<file path="src/hw/sos_pkg.sv">
// Shared constants, codes and register map of the state output selector.
package sos_pkg;

  // Widths that more than one file relies on.
  localparam int SEL_W = 5;
  localparam int FREQ_W = 16;
  localparam int EV_W = 4;
  localparam int IN_N = 6;
  localparam int STATE_W = 13;
  localparam int APB_AW = 8;

  // Source codes of a state output, in the documented order.
  typedef enum logic [4:0] {
    SRC_NONE = 5'h00,
    SRC_IN1_HI = 5'h01,
    SRC_IN2_HI = 5'h02,
    SRC_IN3_HI = 5'h03,
    SRC_IN4_HI = 5'h04,
    SRC_IN5_HI = 5'h05,
    SRC_IN6_HI = 5'h06,
    SRC_IN1_LO = 5'h07,
    SRC_IN2_LO = 5'h08,
    SRC_IN3_LO = 5'h09,
    SRC_IN4_LO = 5'h0a,
    SRC_IN5_LO = 5'h0b,
    SRC_IN6_LO = 5'h0c,
    SRC_SAFE_OUT_LO = 5'h0d,
    SRC_SAFE_OUT_HI = 5'h0e,
    SRC_ERR2_HI = 5'h0f,
    SRC_ERR3_HI = 5'h10,
    SRC_ERR4_HI = 5'h11,
    SRC_ERR2_LO = 5'h12,
    SRC_ERR3_LO = 5'h13,
    SRC_ERR4_LO = 5'h14,
    SRC_TORQUE_OFF_HI = 5'h15,
    SRC_SUPPLY = 5'h16,
    SRC_FREQ_BELOW_LO = 5'h17
  } sos_src_e;

  // Bit positions inside the internal state vector.
  localparam int IDX_IN0 = 0;
  localparam int IDX_SAFE_OUT = 6;
  localparam int IDX_ERR2 = 7;
  localparam int IDX_ERR3 = 8;
  localparam int IDX_ERR4 = 9;
  localparam int IDX_TORQUE_OFF = 10;
  localparam int IDX_SUPPLY = 11;
  localparam int IDX_FREQ_BELOW = 12;

  // Register byte offsets.
  localparam logic [7:0] ADDR_SEL_A = 8'h00;
  localparam logic [7:0] ADDR_SEL_B = 8'h04;
  localparam logic [7:0] ADDR_STATUS = 8'h08;
  localparam logic [7:0] ADDR_CLEAR = 8'h0c;
  localparam logic [7:0] ADDR_ENABLE = 8'h10;
  localparam logic [7:0] ADDR_THRESH = 8'h14;
  localparam logic [7:0] ADDR_STATE = 8'h18;

  // Event bits of the status, clear and enable registers.
  localparam int EV_REJECT_A = 0;
  localparam int EV_REJECT_B = 1;
  localparam int EV_CHANGE_A = 2;
  localparam int EV_CHANGE_B = 3;

  // Fields of the live state register.
  localparam int ST_OUT_A = 0;
  localparam int ST_OUT_B = 1;
  localparam int ST_NOT_MEANINGFUL = 2;
  localparam int ST_IN_LSB = 8;
  localparam int ST_FREQ_LSB = 16;

  // Reset values.
  localparam logic [4:0] SEL_RST = 5'h00;
  localparam logic [3:0] EV_RST = 4'h0;
  localparam logic [15:0] THRESH_RST = 16'h0000;

endpackage

</file>
<file path="src/hw/sos_top.sv">
// State output selector: two configurable state outputs behind APB.
//
// The APB register port and the register offsets were decided locally.
`timescale 1ns/1ps
`default_nettype none

module sos_top #(
  parameter int FREQ_W = sos_pkg::FREQ_W // Motor frequency width.
) (
  input wire logic REF_CLK,                  // System clock, 20 MHz.
  input wire logic RST,                      // Synchronous reset, high.
  input wire logic PSEL,                     // APB select.
  input wire logic PENABLE,                  // APB enable.
  input wire logic PWRITE,                   // APB direction.
  input wire logic [7:0] PADDR,              // APB byte address.
  input wire logic [31:0] PWDATA,            // APB write data.
  output logic [31:0] PRDATA,                // APB read data.
  output logic PREADY,                       // APB ready.
  output logic PSLVERR,                      // APB error.
  input wire logic [5:0] SAFE_IN,            // Safe input pins one to six.
  input wire logic SAFETY_OUT_LEVEL,         // Dual-channel safety output.
  input wire logic ERR_CLASS2,               // Error class 2 present.
  input wire logic ERR_CLASS3,               // Error class 3 present.
  input wire logic ERR_CLASS4,               // Error class 4 present.
  input wire logic TORQUE_OFF,               // Internal torque-off state.
  input wire logic SUPPLY_MONITOR,           // Supply-monitor state.
  input wire logic [FREQ_W-1:0] MOTOR_FREQ,  // Motor frequency.
  input wire logic LIMITED_SPEED_ASSIGNED,   // Limited-speed set up.
  input wire logic OPEN_LOOP,                // Open-loop motor control.
  input wire logic POWER_STAGE_ON,           // Power stage enabled.
  output logic STATE_OUTPUT_A,               // State output A.
  output logic STATE_OUTPUT_B,               // State output B.
  output logic FREQ_NOT_MEANINGFUL,          // Frequency compare invalid.
  output logic IRQ                           // Level interrupt.
);

  ////////////////////////////////////////////////////////////////////////
  // Elaboration checks.

  // The state register packs the frequency into its upper half word.
  if (FREQ_W < 1 || FREQ_W > 16) begin : g_bad_width
    $error("FREQ_W must lie between 1 and 16");
  end

  ////////////////////////////////////////////////////////////////////////
  // State of the module.

  typedef struct packed {
    logic [4:0] sel_a;
    logic [4:0] sel_b;
    logic [FREQ_W-1:0] thresh;
    logic [3:0] status;
    logic [3:0] enable;
    logic [5:0] sync1;
    logic [5:0] sync2;
    logic out_a_d;
    logic out_b_d;
    logic not_meaningful;
    logic [31:0] rdata;
    logic slverr;
  } sos_state_s;

  sos_state_s s_r;
  sos_state_s s_nxt;

  logic out_a;
  logic out_b;
  logic [FREQ_W-1:0] mon_freq;
  logic freq_below;
  logic [sos_pkg::STATE_W-1:0] state_vec;
  logic setup;
  logic wr;
  logic [3:0] ev;
  logic [31:0] rd_mux;
  logic rd_err;

  ////////////////////////////////////////////////////////////////////////
  // Helpers.

  // A source code is accepted when it exists and, for the frequency
  // comparison, when the limited-speed function has been set up.
  function automatic logic code_ok(input logic [4:0] code,
                                   input logic assigned);
    logic ok;
    ok = (code <= sos_pkg::SRC_FREQ_BELOW_LO);
    if (code == sos_pkg::SRC_FREQ_BELOW_LO && !assigned) begin
      ok = 1'b0;
    end
    return ok;
  endfunction

  // True when the address selects the word at this offset, write or not.
  function automatic logic hit(input logic [7:0] addr,
                               input logic [7:0] reg_addr);
    return addr == reg_addr;
  endfunction

  ////////////////////////////////////////////////////////////////////////
  // Internal states offered to the outputs.

  // With open loop and the power stage off the measured frequency is
  // forced to zero; the comparison still runs but is flagged as invalid.
  always_comb begin
    if (OPEN_LOOP && !POWER_STAGE_ON) begin
      mon_freq = '0;
    end else begin
      mon_freq = MOTOR_FREQ;
    end
  end

  // The comparison runs whether or not limited speed is active.
  assign freq_below = mon_freq < s_r.thresh;

  // Safe inputs come from pins and are read only after the synchroniser.
  always_comb begin
    state_vec = '0;
    state_vec[sos_pkg::IDX_IN0 +: sos_pkg::IN_N] = s_r.sync2;
    state_vec[sos_pkg::IDX_SAFE_OUT] = SAFETY_OUT_LEVEL;
    state_vec[sos_pkg::IDX_ERR2] = ERR_CLASS2;
    state_vec[sos_pkg::IDX_ERR3] = ERR_CLASS3;
    state_vec[sos_pkg::IDX_ERR4] = ERR_CLASS4;
    state_vec[sos_pkg::IDX_TORQUE_OFF] = TORQUE_OFF;
    state_vec[sos_pkg::IDX_SUPPLY] = SUPPLY_MONITOR;
    state_vec[sos_pkg::IDX_FREQ_BELOW] = freq_below;
  end

  ////////////////////////////////////////////////////////////////////////
  // The two outputs, each with its own selection.

  // Output A.
  sos_output_mux u_mux_a (
    .clk(REF_CLK),
    .rst(RST),
    .sel(s_r.sel_a),
    .state(state_vec),
    .pin_out(out_a)
  );

  // Output B.
  sos_output_mux u_mux_b (
    .clk(REF_CLK),
    .rst(RST),
    .sel(s_r.sel_b),
    .state(state_vec),
    .pin_out(out_b)
  );

  ////////////////////////////////////////////////////////////////////////
  // APB decode.

  // Read data is latched in the setup cycle, so every access takes one
  // access cycle with PREADY high; this keeps PRDATA on a flip-flop.
  assign setup = PSEL && !PENABLE;
  assign wr = PSEL && PENABLE && PWRITE;

  // Read mux; unmapped offsets read zero and answer with an error.
  always_comb begin
    rd_mux = 32'h0000_0000;
    rd_err = 1'b0;
    unique case (PADDR)
      sos_pkg::ADDR_SEL_A: rd_mux[4:0] = s_r.sel_a;
      sos_pkg::ADDR_SEL_B: rd_mux[4:0] = s_r.sel_b;
      sos_pkg::ADDR_STATUS: rd_mux[3:0] = s_r.status;
      sos_pkg::ADDR_CLEAR: rd_mux = 32'h0000_0000;
      sos_pkg::ADDR_ENABLE: rd_mux[3:0] = s_r.enable;
      sos_pkg::ADDR_THRESH: rd_mux[FREQ_W-1:0] = s_r.thresh;
      sos_pkg::ADDR_STATE: begin
        rd_mux[sos_pkg::ST_OUT_A] = out_a;
        rd_mux[sos_pkg::ST_OUT_B] = out_b;
        rd_mux[sos_pkg::ST_NOT_MEANINGFUL] = s_r.not_meaningful;
        rd_mux[sos_pkg::ST_IN_LSB +: sos_pkg::IN_N] = s_r.sync2;
        rd_mux[sos_pkg::ST_FREQ_LSB +: FREQ_W] = mon_freq;
      end
      default: rd_err = 1'b1;
    endcase
  end

  ////////////////////////////////////////////////////////////////////////
  // Events.

  // A refused selection is an event, as is every change of an output.
  always_comb begin
    ev = '0;
    ev[sos_pkg::EV_REJECT_A] = wr && hit(PADDR, sos_pkg::ADDR_SEL_A) &&
      !code_ok(PWDATA[4:0], LIMITED_SPEED_ASSIGNED);
    ev[sos_pkg::EV_REJECT_B] = wr && hit(PADDR, sos_pkg::ADDR_SEL_B) &&
      !code_ok(PWDATA[4:0], LIMITED_SPEED_ASSIGNED);
    ev[sos_pkg::EV_CHANGE_A] = out_a != s_r.out_a_d;
    ev[sos_pkg::EV_CHANGE_B] = out_b != s_r.out_b_d;
  end

  ////////////////////////////////////////////////////////////////////////
  // Next state.

  always_comb begin
    s_nxt = s_r;
    // Two-stage synchroniser for the safe input pins.
    s_nxt.sync1 = SAFE_IN;
    s_nxt.sync2 = s_r.sync1;
    s_nxt.out_a_d = out_a;
    s_nxt.out_b_d = out_b;
    s_nxt.not_meaningful = OPEN_LOOP && !POWER_STAGE_ON;
    // Capture the answer in the setup cycle.
    if (setup) begin
      s_nxt.rdata = PWRITE ? 32'h0000_0000 : rd_mux;
      s_nxt.slverr = rd_err;
    end
    // A refused code leaves the old selection in place.
    if (wr && hit(PADDR, sos_pkg::ADDR_SEL_A) &&
        code_ok(PWDATA[4:0], LIMITED_SPEED_ASSIGNED)) begin
      s_nxt.sel_a = PWDATA[4:0];
    end
    if (wr && hit(PADDR, sos_pkg::ADDR_SEL_B) &&
        code_ok(PWDATA[4:0], LIMITED_SPEED_ASSIGNED)) begin
      s_nxt.sel_b = PWDATA[4:0];
    end
    if (wr && hit(PADDR, sos_pkg::ADDR_ENABLE)) begin
      s_nxt.enable = PWDATA[3:0];
    end
    if (wr && hit(PADDR, sos_pkg::ADDR_THRESH)) begin
      s_nxt.thresh = PWDATA[FREQ_W-1:0];
    end
    // A new event in the same cycle as its clear survives the clear.
    if (wr && hit(PADDR, sos_pkg::ADDR_CLEAR)) begin
      s_nxt.status = (s_r.status & ~PWDATA[3:0]) | ev;
    end else begin
      s_nxt.status = s_r.status | ev;
    end
  end

  ////////////////////////////////////////////////////////////////////////
  // State register.

  // Configuration returns to the unused setting, so both outputs sit low.
  always_ff @(posedge REF_CLK) begin
    if (RST) begin
      s_r <= '0;
      s_r.sel_a <= sos_pkg::SEL_RST;
      s_r.sel_b <= sos_pkg::SEL_RST;
      s_r.thresh <= sos_pkg::THRESH_RST[FREQ_W-1:0];
      s_r.status <= sos_pkg::EV_RST;
      s_r.enable <= sos_pkg::EV_RST;
    end else begin
      s_r <= s_nxt;
    end
  end

  ////////////////////////////////////////////////////////////////////////
  // Outputs.

  assign PREADY = PSEL && PENABLE;
  assign PRDATA = s_r.rdata;
  assign PSLVERR = PSEL && PENABLE && s_r.slverr;
  assign STATE_OUTPUT_A = out_a;
  assign STATE_OUTPUT_B = out_b;
  assign FREQ_NOT_MEANINGFUL = s_r.not_meaningful;
  // The interrupt is a level that stays while any enabled bit is set.
  assign IRQ = |(s_r.status & s_r.enable);

endmodule

`default_nettype wire

</file>
<file path="src/hw/sos_output_mux.sv">
// One state output: source decode, polarity and output register.
`timescale 1ns/1ps
`default_nettype none

module sos_output_mux (
  input wire logic clk,                          // System clock.
  input wire logic rst,                          // Synchronous reset.
  input wire logic [4:0] sel,                    // Source code.
  input wire logic [sos_pkg::STATE_W-1:0] state, // Internal states.
  output logic pin_out                           // Registered output level.
);

  typedef struct packed {
    logic out;
  } sos_mux_s;

  sos_mux_s s_r;
  sos_mux_s s_nxt;

  // Maps a source code to its pin level; unknown codes read as low.
  function automatic logic src_level(input logic [4:0] code,
                                     input logic [sos_pkg::STATE_W-1:0] st);
    logic lvl;
    lvl = 1'b0;
    unique case (code)
      sos_pkg::SRC_NONE: lvl = 1'b0;
      sos_pkg::SRC_IN1_HI: lvl = st[sos_pkg::IDX_IN0];
      sos_pkg::SRC_IN2_HI: lvl = st[sos_pkg::IDX_IN0+1];
      sos_pkg::SRC_IN3_HI: lvl = st[sos_pkg::IDX_IN0+2];
      sos_pkg::SRC_IN4_HI: lvl = st[sos_pkg::IDX_IN0+3];
      sos_pkg::SRC_IN5_HI: lvl = st[sos_pkg::IDX_IN0+4];
      sos_pkg::SRC_IN6_HI: lvl = st[sos_pkg::IDX_IN0+5];
      sos_pkg::SRC_IN1_LO: lvl = ~st[sos_pkg::IDX_IN0];
      sos_pkg::SRC_IN2_LO: lvl = ~st[sos_pkg::IDX_IN0+1];
      sos_pkg::SRC_IN3_LO: lvl = ~st[sos_pkg::IDX_IN0+2];
      sos_pkg::SRC_IN4_LO: lvl = ~st[sos_pkg::IDX_IN0+3];
      sos_pkg::SRC_IN5_LO: lvl = ~st[sos_pkg::IDX_IN0+4];
      sos_pkg::SRC_IN6_LO: lvl = ~st[sos_pkg::IDX_IN0+5];
      sos_pkg::SRC_SAFE_OUT_LO: lvl = ~st[sos_pkg::IDX_SAFE_OUT];
      sos_pkg::SRC_SAFE_OUT_HI: lvl = st[sos_pkg::IDX_SAFE_OUT];
      sos_pkg::SRC_ERR2_HI: lvl = st[sos_pkg::IDX_ERR2];
      sos_pkg::SRC_ERR3_HI: lvl = st[sos_pkg::IDX_ERR3];
      sos_pkg::SRC_ERR4_HI: lvl = st[sos_pkg::IDX_ERR4];
      sos_pkg::SRC_ERR2_LO: lvl = ~st[sos_pkg::IDX_ERR2];
      sos_pkg::SRC_ERR3_LO: lvl = ~st[sos_pkg::IDX_ERR3];
      sos_pkg::SRC_ERR4_LO: lvl = ~st[sos_pkg::IDX_ERR4];
      sos_pkg::SRC_TORQUE_OFF_HI: lvl = st[sos_pkg::IDX_TORQUE_OFF];
      sos_pkg::SRC_SUPPLY: lvl = st[sos_pkg::IDX_SUPPLY];
      sos_pkg::SRC_FREQ_BELOW_LO: lvl = ~st[sos_pkg::IDX_FREQ_BELOW];
      default: lvl = 1'b0;
    endcase
    return lvl;
  endfunction

  // Next output level; high-active sources pass, low-active ones invert.
  always_comb begin
    s_nxt.out = src_level(sel, state);
  end

  // Output register, low after reset.
  always_ff @(posedge clk) begin
    if (rst) begin
      s_r <= '0;
    end else begin
      s_r <= s_nxt;
    end
  end

  assign pin_out = s_r.out;

endmodule

`default_nettype wire

</file>
<file path="config.mk">
export PLATFORM = sky130hd
export DESIGN_NAME = sos_top
export DESIGN_NICKNAME = d
export VERILOG_FILES = /design/src/hw/sos_pkg.sv /design/src/hw/sos_top.sv /design/src/hw/sos_output_mux.sv
export SDC_FILE = /design/constraint.sdc
export NUM_CORES = 1
export LEC_CHECK = 0
export ABC_AREA = 1
export BUFFER_PORTS_ARGS = -buffer_cell sky130_fd_sc_hd__buf_2
export CORE_MARGIN = 2
export CORE_UTILIZATION = 40
export CTS_CLUSTER_DIAMETER = 120
export CTS_CLUSTER_SIZE = 24
export DETAILED_ROUTE_END_ITERATION = 12
export MAX_ROUTING_LAYER = met4
export SYNTH_ARGS = -nofsm -noshare
export SYNTH_HDL_FRONTEND = slang
export SYNTH_SLANG_ARGS = --single-unit
</file>
<file path="constraint.sdc">
create_clock -name REF_CLK -period 1.8 [get_ports REF_CLK]
set_input_delay 0.09 -clock REF_CLK [delete_from_list [all_inputs] [get_ports REF_CLK]]
set_output_delay 0.09 -clock REF_CLK [all_outputs]
set_load 0.02 [all_outputs]
</file>
==> impl_metrics.json <==
{
  "outcome": "completed",
  "antenna_found_initial": 0,
  "synth_nets": 735,
  "cp_slowest_cell": "dfxtp_1",
  "critPathTopFamily": "simple AND/OR/NAND/NOR gates",
  "cts-root-buf": "clkbuf_8",
  "grt_start_max_net_pins": 33,
  "drt-total-wl_mm": 12.0,
  "fin_skew_ns": 0.00868,
  "cellPowerDensity_nw_per_um2": 659,
  "peakVddDrop_v": 0.000301,
  "dr.max_layer_used": "met4",
  "ys_ff_latch": 84,
  "grt_pass1_wl_mm": 19.1,
  "rsz0062_at_grt": "no",
  "path_cells": "inv_1, nor2_1, nand2_1, o21ai_0, nor2_1, nand4_1, nand2_1, a21oi_1",
  "viasPerCell": 4.97,
  "vias": 4309,
  "cts.sinks": 84,
  "period_needed_ns": 1.54,
  "synth_area_leaders": "dfxtp_1, nand2_1, a21oi_1",
  "ff_latch_area_um2": 1680,
  "setup.worst_path.start_class": "flip-flop",
  "dieArea_um2": 12000,
  "path_buf_inv": 1,
  "drive_above_1_share_pct": 20.4,
  "cts_tree": "yes",
  "worstPathArrival_ns": 1.83,
  "first_pass_iters": 5,
  "route.detailed.drc": 0,
  "syn_avg_cell_area_um2": 6.93,
  "crit_fanout": 6,
  "wl_per_cell_um": 13.9,
  "synth.largest_area_cell": "dfxtp_1",
  "route.met3.wl_um": 591,
  "wl_met2_mm": 5.42,
  "diodes": 0,
  "crit_type": "reg -> reg",
  "rows": 38,
  "hold_class": "in -> reg",
  "fin_tns_setup_ns": 0,
  "finalWeightedCongestion": 0.870,
  "io_pins": 114,
  "switching_share_pct": 25.5,
  "grt.overflow.total": 0,
  "coreArea_um2": 10800,
  "seqPwrFrac_pct": 55.3,
  "leakagePower_nw": 2.37,
  "worstSetupEndpointType": "flip-flop",
  "seq_area_frac_synth_pct": 37.7,
  "period_share_pct": 85.6,
  "multi_input_area_um2": 2090,
  "fin_nets": 815,
  "internal_power_mw": 2.53,
  "die_x_um": 110,
  "tightest_slew_ns": 0.476,
  "area_delta_synth_final_pct": 15.6,
  "initial_core_util_pct": 41.2,
  "max_slew_margin_pct": 68.3,
  "path_clk_slew_ns": 0.08,
  "n_fill_cell": 1151,
  "yosysUniqueCellTypes": 32,
  "critical_path_required_ns": 2.09,
  "drv_slew": 0,
  "clockBufferDepth": 2,
  "placed_area_um2": 4920,
  "dp_hpwl_mm": 9.28,
  "utilization_pct": 47.6,
  "synth_top_area_share_pct": 37.7,
  "fin_cells": 867,
  "pwr-share-comb_pct": 10.3,
  "power.switching_mw": 0.866,
  "ctsHtreeMaxLevel": 3,
  "grt_pass1_vias": 4007,
  "grtUsageTotal_pct": 21.2,
  "synth_cells": 644,
  "finalSetupViolCount": 0,
  "p_clk_share_pct": 34.3,
  "synth_warnings": 0,
  "ant_nets": 0,
  "drt_iter0_markers": 327,
  "clk_latency_ns": 0.35,
  "cts_buffers": 9,
  "max-cap-violations": 0,
  "dp_cells": 845,
  "hold_viol_final": 0,
  "netlist_area_um2": 4460,
  "max_freq_mhz": 649,
  "wl_met1_mm": 5.76,
  "fp.dieH_um": 110,
  "post_cts_buffers": 0,
  "design_area_um2": 5160,
  "port_buffers": 97,
  "totalPowerFinal_mw": 3.40,
  "slowest_delay_ns": 0.42
}
-- routing by layer --
metal  track usage (%)  up-vias
met3              2.79       18
met1              28.0     1956
met5                 -        -
met2              33.3      117
met4              7.78        0
li1                  -     2218
-- timing repair --
action                                  4_1_cts  5_1_grt
endpoints found under the setup margin        0        1
gates resized for setup                       0        1
hold buffers                                  8        0
hold endpoints to repair                      8        0
-- power groups by stage --
stage               clock network, mW  logic, mW  registers (mW)
finish                           1.17      0.352            1.88
detailed placement                  0      0.338            1.92
global route                     1.27      0.394            1.88
floorplan                           0      0.184            1.92
CTS                              1.19      0.352            1.88
global placement                    0      0.330            1.92
-- worst reg2reg max path: stages (launching register included) --
cell     delay [ns]
dfxtp_1        0.42
inv_1          0.10
nor2_1         0.25
nand2_1        0.11
o21ai_0        0.18
nor2_1         0.06
nand4_1        0.09
nand2_1        0.10
a21oi_1        0.15
-- final timing paths --
kind / startpoint / end / slack (ns) / cells after the start
max reg2reg: s_r[77] / u_mux_a.pin_out / 0.26 / 8
min reg2reg: s_nxt[41] / s_r[41] / 0.40 / 2
min: PWDATA[7] / s_r[63] / 0.001 / 3
max: s_r[77] / u_mux_a.pin_out / 0.26 / 8
-- state kept, by name, indices dropped and copies added, names as in the netlist --
| register | count |
|---|---|
| s_nxt | 6 |
| FREQ_NOT_MEANINGFUL | 1 |
| s_r | 43 |
| PRDATA | 32 |
| u_mux_a.pin_out | 1 |
| u_mux_b.pin_out | 1 |
-- Yosys cell counts --
cell / instances
nand3_2: 1
buf_2: 3
o22ai_1: 3
nor2_8: 1
nand4_1: 7
a211oi_2: 1
a32oi_1: 6
clkinv_1: 1
nor3_1: 3
o2111ai_1: 1
o21ai_0: 23
ha_1: 15
nand2_2: 2
a211oi_1: 1
nor4_1: 2
nand2_1: 125
buf_1: 2
inv_1: 90
a21oi_2: 1
nor3_2: 2
inv_2: 8
buf_4: 33
dfxtp_1: 84
nor2_1: 55
o21ai_1: 26
xnor2_1: 2
nor2_4: 7
o221ai_1: 2
nand3_1: 42
clkbuf_1: 13
a311oi_1: 1
a21oi_1: 81
-- logic make-up after synthesis --
group / synth area share (%)
flops: 37.7
xor+xnor: 0.393
simple gates: 24.6
fa+ha+maj: 4.21
compound gates: 17.6
buf+inv: 15.5
-- final cells by class --
cell class	count	share of cell area (%)
multi-input cells	410	40.6
repair buffers	120	13.2
clock buffers	12	2.81
inverters	99	7.21
clock inverters	2	0.243
flip-flops and latches	84	32.6
well taps	140	3.40
-- stage by stage --
stage	setup WS, ns	hold WS [ns]
after floorplan	0.142	0.197
after global placement	0.0913	0.288
after detailed placement	0.0260	0.296
after CTS	0.213	0.00272
after global routing	0.0574	0.0178
final	0.258	0.00144
-- cells in the final DEF, fill, tap and decap left out, types with 2 or more instances in the layout --
cell type,n
nor2_1,54
nand3_1,42
dlygate4sd3_1,8
inv_1,90
nand2_1,125
buf_2,97
a32oi_1,6
o22ai_1,3
dfxtp_1,84
xnor2_1,2
buf_4,15
nor2_4,7
a21oi_1,81
clkbuf_8,10
inv_2,8
o21ai_1,26
nand2_2,2
o21ai_0,23
clkbuf_1,2
nand4_1,7
nor3_1,3
ha_1,15
o221ai_1,2
nor4_1,2
nor3_2,2
No activity file was read; power rests on OpenSTA's default activity.
